==> config.mk <==
export PLATFORM = sky130hd
export DESIGN_NAME = mfr_cfg_regs
export DESIGN_NICKNAME = d
export VERILOG_FILES = /design/src/design/mfr_cfg_pkg.sv /design/src/design/mfr_cfg_regs.sv
export SDC_FILE = /design/constraint.sdc
export NUM_CORES = 2
export LEC_CHECK = 0
export BUFFER_PORTS_ARGS = -buffer_cell sky130_fd_sc_hd__buf_4
export CORE_AREA = 10 10 198 387
export DETAILED_ROUTE_END_ITERATION = 12
export DIE_AREA = 0 0 208 397
export PLACE_DENSITY = 0.72
export SYNTH_ARGS = -nofsm -noshare
export SYNTH_HDL_FRONTEND = slang
export SYNTH_SLANG_ARGS = --single-unit
==> constraint.sdc <==
create_clock -name clock_i -period 11.5 [get_ports clock_i]
set_clock_uncertainty 0.1 [all_clocks]
set_input_delay 0.575 -clock clock_i [delete_from_list [all_inputs] [get_ports clock_i]]
set_output_delay 0.575 -clock clock_i [all_outputs]
set_load 0.05 [all_outputs]
==> src/design/mfr_cfg_pkg.sv <==
// Purpose: Constants for the manufacturer configuration register bank.
// Assumes: Command codes are the bus command bytes of the register bank.
// Notes:   Offsets, register reset values and most field positions live here; the pin code field 3:0 is coded in the module.
package mfr_cfg_pkg;

  // Command codes of the register bank.
  localparam logic [7:0] CMD_VOUT_RB_GAIN   = 8'hd1;
  localparam logic [7:0] CMD_VOUT_RB_OFFSET = 8'hd2;
  localparam logic [7:0] CMD_VIN_RB_GAIN    = 8'hd3;
  localparam logic [7:0] CMD_VIN_RB_OFFSET  = 8'hd4;
  localparam logic [7:0] CMD_OUTPUT_CURRENT_GAIN      = 8'hd6;
  localparam logic [7:0] CMD_OUTPUT_CURRENT_OFFSET    = 8'hd7;
  localparam logic [7:0] CMD_FW_REVISION    = 8'hdb;
  localparam logic [7:0] CMD_ALERT_PIN      = 8'he0;
  localparam logic [7:0] CMD_ONOFF_COMBINE  = 8'he1;
  localparam logic [7:0] CMD_POWER_OK_POL   = 8'he2;
  localparam logic [7:0] CMD_DATE_LOC_SER   = 8'hf0;

  // Gain words: unity is the reset value, with a bounded span.
  localparam logic [15:0] GAIN_RESET = 16'h2000;
  localparam logic [15:0] GAIN_MIN   = 16'h1999;
  localparam logic [15:0] GAIN_MAX   = 16'h2666;
  localparam int          GAIN_FRAC  = 13;

  // Linear-format offset words: exponent in bits 15:11, mantissa in 10:0.
  localparam int         EXP_MSB    = 15;
  localparam int         EXP_LSB    = 11;
  localparam int         MANT_W     = 11;
  localparam logic [4:0] EXP_VOUT   = 5'h14;
  localparam logic [4:0] EXP_VIN    = 5'h1d;
  localparam logic [4:0] EXP_OUTPUT_CURRENT   = 5'h1c;
  localparam logic [MANT_W-1:0] MANT_ZERO = 11'h000;

  // Alert and pin assignment fields.
  localparam int         ARA_BIT       = 4;
  localparam logic [3:0] PIN_ONOFF_PG  = 4'h0;
  localparam logic [3:0] PIN_TRIM_PG   = 4'h1;
  localparam logic [3:0] PIN_TRIM_ONOFF = 4'h2;
  localparam logic [7:0] ALERT_PIN_RESET = 8'h00;

  // On/off combination and power-good polarity fields.
  localparam int         COMB_AND_BIT  = 1;
  localparam int         COMB_POL_BIT  = 0;
  localparam logic [1:0] COMB_RESET    = 2'h0;
  localparam logic       PG_POL_RESET  = 1'b1;

  // Date, location and serial block.
  localparam int         BLK_BYTES     = 12;
  localparam logic [7:0] BLK_COUNT     = 8'h0c;
  localparam logic [95:0] BLK_RESET    = 96'h0;

  // Firmware revision, BCD: major, minor, build high, build low. Value arbitrary.
  localparam logic [15:0] FW_REV_VALUE = 16'h1000;
  localparam logic [3:0]  BCD_MAX      = 4'h9;

endpackage

==> src/design/mfr_cfg_regs.sv <==
// Purpose: Manufacturer configuration registers of a power module behind a command port.
// Assumes: One request per cycle from command-layer logic on the same clock.
// Notes:   Config pins are asynchronous and pass two flip-flops first.
`timescale 1ns/10ps
`default_nettype none

module mfr_cfg_regs (
  input  wire logic        clock_i,
  input  wire logic        srst_i,
  input  wire logic        req_valid_i,
  input  wire logic        req_write_i,
  input  wire logic [7:0]  req_code_i,
  input  wire logic [15:0] req_wdata_i,
  input  wire logic [95:0] blk_wdata_i,
  input  wire logic [7:0]  blk_wcount_i,
  input  wire logic        write_protect_bit_i,
  input  wire logic        droop_variant_i,
  input  wire logic        isolated_unit_i,
  input  wire logic [4:0]  designation_low_i,
  input  wire logic        primary_onoff_req_i,
  input  wire logic        power_ok_i,
  input  wire logic [15:0] raw_vout_i,
  input  wire logic [15:0] raw_input_voltage_i,
  input  wire logic [15:0] raw_output_current_i,
  input  wire logic        first_config_pin_i,
  input  wire logic        second_config_pin_i,
  output logic             ack_o,
  output logic             invalid_data_o,
  output logic             invalid_cmd_o,
  output logic [15:0]      rd_data_o,
  output logic [95:0]      blk_rdata_o,
  output logic [7:0]       blk_rcount_o,
  output logic             ara_only_o,
  output logic             first_pin_is_trim_o,
  output logic             second_config_pin_o,
  output logic             second_config_pin_oe_o,
  output logic             output_enable_o,
  output logic [5:0]       module_designation_o,
  output logic [15:0]      cal_vout_o,
  output logic [15:0]      cal_input_voltage_o,
  output logic [15:0]      cal_output_current_o
);

  ////////////////////////////////////////////////////////////////////////////////
  // Calibration helper: gain has 13 fraction bits, offset mantissa is signed.

  function automatic logic [15:0] calibrate(input logic [15:0] raw,
                                            input logic [15:0] gain,
                                            input logic [15:0] offs);
    logic [31:0] prod;
    logic [15:0] offs_ext;
    prod     = 32'(raw) * 32'(gain);
    offs_ext = {{(16 - mfr_cfg_pkg::MANT_W){offs[mfr_cfg_pkg::MANT_W-1]}},
                offs[mfr_cfg_pkg::MANT_W-1:0]};
    return 16'(prod >> mfr_cfg_pkg::GAIN_FRAC) + offs_ext;
  endfunction

  function automatic logic gain_ok(input logic [15:0] g);
    return (g >= mfr_cfg_pkg::GAIN_MIN) && (g <= mfr_cfg_pkg::GAIN_MAX);
  endfunction

  ////////////////////////////////////////////////////////////////////////////////
  // Registers.

  logic [15:0] vout_readback_gain_reg;
  logic [15:0] vout_readback_offset_reg;
  logic [15:0] vin_readback_gain_reg;
  logic [15:0] vin_readback_offset_reg;
  logic [15:0] output_current_gain_trim_reg;
  logic [15:0] output_current_offset_trim_reg;
  logic [4:0]  alert_and_pin_assign_reg;
  logic [1:0]  onoff_combine_logic_reg;
  logic        power_ok_polarity_reg;
  logic [95:0] module_date_loc_serial_reg;
  logic [1:0]  first_pin_sync_reg;
  logic [1:0]  second_pin_sync_reg;

  logic        wr;
  logic        rd;
  logic        locked;
  logic        known;
  logic        data_ok;
  logic        commit;
  logic [4:0]  wexp;
  logic [3:0]  pin_code;
  logic        pin_ok;
  logic        fw_ok;
  logic [15:0] rd_next;

  assign wr       = req_valid_i && req_write_i;
  assign rd       = req_valid_i && !req_write_i;
  assign wexp     = req_wdata_i[mfr_cfg_pkg::EXP_MSB:mfr_cfg_pkg::EXP_LSB];
  assign locked   = write_protect_bit_i;
  assign pin_code = req_wdata_i[3:0];
  assign pin_ok   = (pin_code == mfr_cfg_pkg::PIN_ONOFF_PG)
                 || (!droop_variant_i && (pin_code == mfr_cfg_pkg::PIN_TRIM_PG
                 || pin_code == mfr_cfg_pkg::PIN_TRIM_ONOFF));

  // A revision with a digit above nine is reported as invalid data on read.
  assign fw_ok = (mfr_cfg_pkg::FW_REV_VALUE[15:12] <= mfr_cfg_pkg::BCD_MAX)
              && (mfr_cfg_pkg::FW_REV_VALUE[11:8] <= mfr_cfg_pkg::BCD_MAX)
              && (mfr_cfg_pkg::FW_REV_VALUE[7:4] <= mfr_cfg_pkg::BCD_MAX)
              && (mfr_cfg_pkg::FW_REV_VALUE[3:0] <= mfr_cfg_pkg::BCD_MAX);

  ////////////////////////////////////////////////////////////////////////////////
  // Decode: whether the code exists and whether a write would be taken.

  always_comb begin
    known   = 1'b1;
    data_ok = 1'b1;
    rd_next = 16'h0000;
    unique case (req_code_i)
      mfr_cfg_pkg::CMD_VOUT_RB_GAIN: begin
        rd_next = vout_readback_gain_reg;
        data_ok = !locked && gain_ok(req_wdata_i);
      end
      mfr_cfg_pkg::CMD_VOUT_RB_OFFSET: begin
        rd_next = vout_readback_offset_reg;
        data_ok = !locked && (wexp == mfr_cfg_pkg::EXP_VOUT);
      end
      mfr_cfg_pkg::CMD_VIN_RB_GAIN: begin
        rd_next = vin_readback_gain_reg;
        data_ok = !locked && gain_ok(req_wdata_i);
      end
      mfr_cfg_pkg::CMD_VIN_RB_OFFSET: begin
        rd_next = vin_readback_offset_reg;
        data_ok = !locked && (wexp == mfr_cfg_pkg::EXP_VIN);
      end
      mfr_cfg_pkg::CMD_OUTPUT_CURRENT_GAIN: begin
        rd_next = output_current_gain_trim_reg;
        data_ok = !locked && gain_ok(req_wdata_i);
      end
      mfr_cfg_pkg::CMD_OUTPUT_CURRENT_OFFSET: begin
        rd_next = output_current_offset_trim_reg;
        data_ok = !locked && (wexp == mfr_cfg_pkg::EXP_OUTPUT_CURRENT);
      end
      mfr_cfg_pkg::CMD_FW_REVISION: begin
        rd_next = mfr_cfg_pkg::FW_REV_VALUE;
        data_ok = fw_ok && !req_write_i;
      end
      mfr_cfg_pkg::CMD_ALERT_PIN: begin
        rd_next = {11'h000, alert_and_pin_assign_reg};
        data_ok = pin_ok && (req_wdata_i[7:5] == 3'h0);
      end
      mfr_cfg_pkg::CMD_ONOFF_COMBINE: begin
        rd_next = {14'h0000, onoff_combine_logic_reg};
      end
      mfr_cfg_pkg::CMD_POWER_OK_POL: begin
        rd_next = {15'h0000, power_ok_polarity_reg};
      end
      mfr_cfg_pkg::CMD_DATE_LOC_SER: begin
        data_ok = !locked && (blk_wcount_i == mfr_cfg_pkg::BLK_COUNT);
      end
      default: begin
        known   = 1'b0;
        data_ok = 1'b0;
      end
    endcase
  end

  // Writes to the read-only revision are refused, never stored.
  assign commit = wr && known && data_ok && (req_code_i != mfr_cfg_pkg::CMD_FW_REVISION);

  ////////////////////////////////////////////////////////////////////////////////
  // Answer: one cycle after the request.

  always_ff @(posedge clock_i) begin
    if (srst_i) begin
      ack_o          <= 1'b0;
      invalid_data_o <= 1'b0;
      invalid_cmd_o  <= 1'b0;
    end else begin
      ack_o          <= req_valid_i;
      invalid_cmd_o  <= req_valid_i && !known;
      invalid_data_o <= req_valid_i && known && ((wr && !commit) || (rd && !data_ok
                        && req_code_i == mfr_cfg_pkg::CMD_FW_REVISION));
    end
  end

  always_ff @(posedge clock_i) begin
    if (srst_i) begin
      rd_data_o    <= 16'h0000;
      blk_rdata_o  <= mfr_cfg_pkg::BLK_RESET;
      blk_rcount_o <= 8'h00;
    end else if (rd) begin
      rd_data_o    <= rd_next;
      blk_rdata_o  <= (req_code_i == mfr_cfg_pkg::CMD_DATE_LOC_SER)
                      ? module_date_loc_serial_reg : mfr_cfg_pkg::BLK_RESET;
      blk_rcount_o <= (req_code_i == mfr_cfg_pkg::CMD_DATE_LOC_SER)
                      ? mfr_cfg_pkg::BLK_COUNT : 8'h00;
    end
  end

  ////////////////////////////////////////////////////////////////////////////////
  // Calibration words. They hold their value until an accepted write or srst_i changes them.

  always_ff @(posedge clock_i) begin
    if (srst_i) begin
      vout_readback_gain_reg   <= mfr_cfg_pkg::GAIN_RESET;
      vout_readback_offset_reg <= {mfr_cfg_pkg::EXP_VOUT, mfr_cfg_pkg::MANT_ZERO};
      vin_readback_gain_reg    <= mfr_cfg_pkg::GAIN_RESET;
      vin_readback_offset_reg  <= {mfr_cfg_pkg::EXP_VIN, mfr_cfg_pkg::MANT_ZERO};
      output_current_gain_trim_reg       <= mfr_cfg_pkg::GAIN_RESET;
      output_current_offset_trim_reg     <= {mfr_cfg_pkg::EXP_OUTPUT_CURRENT, mfr_cfg_pkg::MANT_ZERO};
    end else if (commit) begin
      if (req_code_i == mfr_cfg_pkg::CMD_VOUT_RB_GAIN)
        vout_readback_gain_reg <= req_wdata_i;
      if (req_code_i == mfr_cfg_pkg::CMD_VOUT_RB_OFFSET)
        vout_readback_offset_reg <= req_wdata_i;
      if (req_code_i == mfr_cfg_pkg::CMD_VIN_RB_GAIN)
        vin_readback_gain_reg <= req_wdata_i;
      if (req_code_i == mfr_cfg_pkg::CMD_VIN_RB_OFFSET)
        vin_readback_offset_reg <= req_wdata_i;
      if (req_code_i == mfr_cfg_pkg::CMD_OUTPUT_CURRENT_GAIN)
        output_current_gain_trim_reg <= req_wdata_i;
      if (req_code_i == mfr_cfg_pkg::CMD_OUTPUT_CURRENT_OFFSET)
        output_current_offset_trim_reg <= req_wdata_i;
    end
  end

  always_ff @(posedge clock_i) begin
    if (srst_i) begin
      cal_vout_o           <= 16'h0000;
      cal_input_voltage_o  <= 16'h0000;
      cal_output_current_o <= 16'h0000;
    end else begin
      cal_vout_o <= calibrate(raw_vout_i, vout_readback_gain_reg,
                              vout_readback_offset_reg);
      cal_input_voltage_o <= calibrate(raw_input_voltage_i, vin_readback_gain_reg,
                                       vin_readback_offset_reg);
      cal_output_current_o <= calibrate(raw_output_current_i, output_current_gain_trim_reg,
                                        output_current_offset_trim_reg);
    end
  end

  ////////////////////////////////////////////////////////////////////////////////
  // Configuration bytes and the serial block.

  always_ff @(posedge clock_i) begin
    if (srst_i) begin
      alert_and_pin_assign_reg <= mfr_cfg_pkg::ALERT_PIN_RESET[4:0];
      onoff_combine_logic_reg  <= mfr_cfg_pkg::COMB_RESET;
      power_ok_polarity_reg    <= mfr_cfg_pkg::PG_POL_RESET;
    end else if (commit) begin
      if (req_code_i == mfr_cfg_pkg::CMD_ALERT_PIN)
        alert_and_pin_assign_reg <= req_wdata_i[4:0];
      if (req_code_i == mfr_cfg_pkg::CMD_ONOFF_COMBINE)
        onoff_combine_logic_reg <= req_wdata_i[1:0];
      if (req_code_i == mfr_cfg_pkg::CMD_POWER_OK_POL)
        power_ok_polarity_reg <= req_wdata_i[0];
    end
  end

  always_ff @(posedge clock_i) begin
    if (srst_i) begin
      module_date_loc_serial_reg <= mfr_cfg_pkg::BLK_RESET;
    end else if (commit && req_code_i == mfr_cfg_pkg::CMD_DATE_LOC_SER) begin
      module_date_loc_serial_reg <= blk_wdata_i;
    end
  end

  ////////////////////////////////////////////////////////////////////////////////
  // Pins. The first flip-flop of each pair feeds only the second.

  always_ff @(posedge clock_i) begin
    if (srst_i) begin
      first_pin_sync_reg  <= 2'h0;
      second_pin_sync_reg <= 2'h0;
    end else begin
      first_pin_sync_reg  <= {first_pin_sync_reg[0], first_config_pin_i};
      second_pin_sync_reg <= {second_pin_sync_reg[0], second_config_pin_i};
    end
  end

  logic [3:0] map_code;
  logic       sec_pin_level;
  logic       sec_mapped;
  logic       sec_request;
  logic       pg_level;

  assign map_code   = alert_and_pin_assign_reg[3:0];
  assign ara_only_o = alert_and_pin_assign_reg[mfr_cfg_pkg::ARA_BIT];
  assign first_pin_is_trim_o = (map_code != mfr_cfg_pkg::PIN_ONOFF_PG);

  always_comb begin
    sec_mapped    = 1'b1;
    sec_pin_level = first_pin_sync_reg[1];
    unique case (map_code)
      mfr_cfg_pkg::PIN_ONOFF_PG:   sec_pin_level = first_pin_sync_reg[1];
      mfr_cfg_pkg::PIN_TRIM_ONOFF: sec_pin_level = second_pin_sync_reg[1];
      default:                     sec_mapped    = 1'b0;
    endcase
  end

  // An unmapped secondary input cannot hold the output off.
  assign sec_request = !sec_mapped
                    || (onoff_combine_logic_reg[mfr_cfg_pkg::COMB_POL_BIT]
                        ? sec_pin_level : !sec_pin_level);
  assign output_enable_o = primary_onoff_req_i
                        && (!onoff_combine_logic_reg[mfr_cfg_pkg::COMB_AND_BIT]
                            || sec_request);

  assign pg_level = power_ok_polarity_reg ? power_ok_i : !power_ok_i;

  always_ff @(posedge clock_i) begin
    if (srst_i) begin
      second_config_pin_o    <= 1'b0;
      second_config_pin_oe_o <= 1'b0;
    end else begin
      second_config_pin_o    <= pg_level;
      second_config_pin_oe_o <= (map_code != mfr_cfg_pkg::PIN_TRIM_ONOFF);
    end
  end

  assign module_designation_o = {isolated_unit_i, designation_low_i};

endmodule

`default_nettype wire

==> flow_summary_export.csv <==
group,metric,value,unit
outcome,status,"complete, no violations",
setup_path,cpPeakStageDelay,0.93,ns
placed_design,port_buffers,355,
clock_tree,clk_pin_slew,0.06,ns
placed_design,preCtsSetupSlack,2.620,ns
drt,ant_nets,0,
sta,portion_of_the_clock_cycle_consumed_by_the_worst_path_in_the_final_layout,77.70,%
clock_tree,cts-resized-gates,0,
synth,average_cell_area_after_synthesis,8.598,µm²
power_and_ir_drop,total_switching_power,0.8322,mW
setup_path,crit_path_max_fanout,18,
synth,synth-async-reset-ratio,0,%
clock_tree,clock_tree_from_tritoncts,"built",
placed_design,place_congestion,0.8952,
floorplan,io_pins,374,
drt,routed_wire_length_per_instance,19.24,µm
run,drv.max_cap_violation_count,0,
power_and_ir_drop,combinationalPowerShare,11.9,%
power_and_ir_drop,leakage,20.27,nW
grt,grtUsageMet3,6.332,%
power_and_ir_drop,report.power.total,3.060,mW
grt,vias_in_the_first_global_route,32620,
sta,final.setup.tns,0,ns
clock_tree,clock-root-buffer,"clkbuf_16",
setup_path,slowest_stage,"dfxtp_1",
setup_path,crit_path_start_kind,"register",
power_and_ir_drop,seq_power_share,42.5,%
clock_tree,cts.hold.buffers_added,0,
setup_path,worst-endpoint-required,11.89,ns
finish,layout-drive-gt1-share,10.08,%
setup_path,capturing_element_type_of_the_critical_path,"register",
setup_path,critical_path.n_buffers_inverters,4,
hold_path,timing.hold.worst.class,"in2reg",
floorplan,floorplan.rows,138,
synth,synth-edff-count,0,
sta,clock_period_minus_final_worst_setup_slack,8.935,ns
finish,stdcell_count,5545,
placed_design,detailedPlacementHpwl,80430,µm
setup_path,critical-path-top-cell-by-count,"fa_1",
drt,firstDrtPassIters,6,
placed_design,placedCellCount,5475,
clock_tree,clk-insertion-delay-late,0.58,ns
sta,report.final.setup_viol,0,
finish,finalNetCount,5676,
synth,synthesis.area,0.03827,mm²
clock_tree,cts_num_sinks,370,
floorplan,floorplan.die.width,208,µm
synth,synth_cell_type_count,69,
power_and_ir_drop,clock_power_share,45.6,%
drt,vias,30770,
sta,max_freq,111.9,MHz
grt,grt_util_met1,32.34,%
drt,avgViaCountPerCell,5.549,
sta,tightestPinTransition,1.145,ns
power_and_ir_drop,sw_frac_of_total,27.20,%
floorplan,fp.coreArea,0.07045,mm²
synth,ys.flop_type,"dfxtp_1",
setup_path,worstSetupPathType,"reg2reg",
grt,grt_util_all_layers,25.61,%
sta,hold_slack,0.1201,ns
sta,rsz0062_at_grt,"false",
synth,synth-seq-cells,370,
setup_path,critPathArrivalTime,9.32,ns
grt,met2_track_usage_gr,42.85,%
drt,totalWireLength,106700,µm
floorplan,die_h,397,µm
floorplan,floorplan.initialDensity,54.32,%
grt,grt_antenna_before_repair,1,
clock_tree,post_cts.repair.setup_buffers,0,
power_and_ir_drop,internal_power_component,2.228,mW
sta,postLayoutSetupSlackWorst,2.565,ns
setup_path,critical-path-top-delay-family,"adder cells",
grt,largest_net_degree_at_the_start_of_global_routing,143,
synth,post_synth_inst_count,4451,
grt,globalRoute.busiestLayer,"met2",
clock_tree,cts_buffer_depth,3,
drt,drc,0,
finish,area_growth_syn_to_layout,11.22,%
grt,grt_pass1_wl,173000,µm
sta,final_max_slew_viol_count,0,
floorplan,fp.dieArea,0.08258,mm²
clock_tree,clock_tree.htree_level_count,2,
synth,yosysWarnings,0,
grt,congestion_overflow_gr,0,
synth,ys_seq_area_share,19.35,%
power_and_ir_drop,power.density,71.89,mW/mm²
power_and_ir_drop,max-vdd-ir-drop,0.1259,mV
sta,slew_headroom,23.65,%
sta,count_of_final_hold_check_violations,0,
clock_tree,cts_made_buffers,38,
drt,drc_marker_count_from_the_first_detailed_route_iteration,2009,
[cells by family (layout without fill, tap and decap cells)]
kind of cell	after synthesis	after routing	synth area share (%)
other	1	7	0.009799
adders and majority gates	879	879	40.04
buffers and inverters	967	1145	9.782
AOI/OAI and AO/OA	493	493	7.592
muxes	69	69	1.857
xor gates and xnor gates	98	98	2.279
DFF	370	370	19.35
and+or+nand+nor	1574	1574	19.09
[Yosys cell counts, types with 5 or more instances]
library cell | instances | area (µm²)
xor2_1 | 34 | 297.8
a21o_1 | 21 | 157.7
and2_1 | 353 | 2208
and3_1 | 13 | 81.33
a21oi_1 | 306 | 1531
buf_2 | 13 | 65.06
ha_1 | 303 | 3791
nor3_1 | 32 | 160.2
buf_6 | 5 | 56.30
buf_1 | 8 | 30.03
mux2i_1 | 53 | 530.5
a221oi_1 | 16 | 140.1
o22ai_1 | 5 | 31.28
nand2_1 | 775 | 2909
buf_4 | 16 | 120.1
o21ai_0 | 40 | 200.2
o21bai_1 | 11 | 82.58
a22oi_1 | 18 | 135.1
nand2b_1 | 22 | 137.6
a31oi_1 | 8 | 50.05
o211ai_1 | 8 | 60.06
dfxtp_1 | 370 | 7407
fa_1 | 576 | 11530
mux2_2 | 16 | 180.2
xnor2_1 | 63 | 551.8
a211oi_1 | 17 | 127.6
inv_1 | 707 | 2654
or3_1 | 7 | 43.79
o21a_1 | 9 | 67.56
nor2b_1 | 23 | 143.9
nand3_1 | 132 | 660.6
nand4_1 | 12 | 75.07
clkbuf_1 | 218 | 818.3
nor2_1 | 177 | 664.4
[layout make-up]
class / count / area [µm²]
multi-input combinational: 3119 / 27170
inverter: 707 / 2654
sequential: 370 / 7407
antenna: 1 / 2.502
tap: 910 / 1139
clock inverter: 22 / 380.4
clock buffer: 47 / 1035
fill: 6170 / 27880
timing repair buffer: 369 / 2778
[per-layer routing]
metal  vias to the layer above  part of all wire, %
met1                     15280                   40
met2                      1253                   48
li1                      14030                    -
met3                       205                  9.3
met5                         -                0.012
met4                         2                  2.8
[stage by stage]
| step | area (µm²) | utilization [%] |
|---|---|---|
| after floorplan | 38290 | - |
| after global placement | 41150 | 58.41 |
| after detailed placement | 41150 | 58.41 |
| after CTS | 42560 | 60.42 |
| after global routing | 42560 | 60.42 |
| final | 42570 | 60.42 |
[power by group through the flow]
| stage | clock (mW) | combinational [mW] | sequential, mW |
|---|---|---|---|
| after CTS | 1.42 | 0.363 | 1.30 |
| final | 1.40 | 0.364 | 1.30 |
| after global placement | 0 | 0.355 | 1.33 |
| after global routing | 1.46 | 0.392 | 1.30 |
| after floorplan | 0 | 0.170 | 1.37 |
| after detailed placement | 0 | 0.360 | 1.33 |
[path summary, 6_finish.rpt]
kind | endpoint | from | slack, ns | cells after the start
min reg2reg | blk_rdata_o[29] | module_date_loc_serial_reg[29] | 0.34 | 2
max | cal_vout_o[15] | vout_readback_gain_reg[1] | 2.57 | 30
max reg2reg | cal_vout_o[15] | vout_readback_gain_reg[1] | 2.57 | 30
min | second_pin_sync_reg[0] | second_config_pin_i | 0.12 | 2
[cell usage in the layout, fill, tap and decap left out, types with 34 or more instances in the layout]
cell type and n:
xor2_1 34, nand2_1 774, buf_4 368, and2_1 352, mux2i_1 53, nand3_1 132
inv_1 707, nor2_1 176, clkbuf_16 38, fa_1 576, a21oi_1 306, xnor2_1 63
ha_1 303, o21ai_0 40, dfxtp_1 370
(Power assumes the default switching activity.)
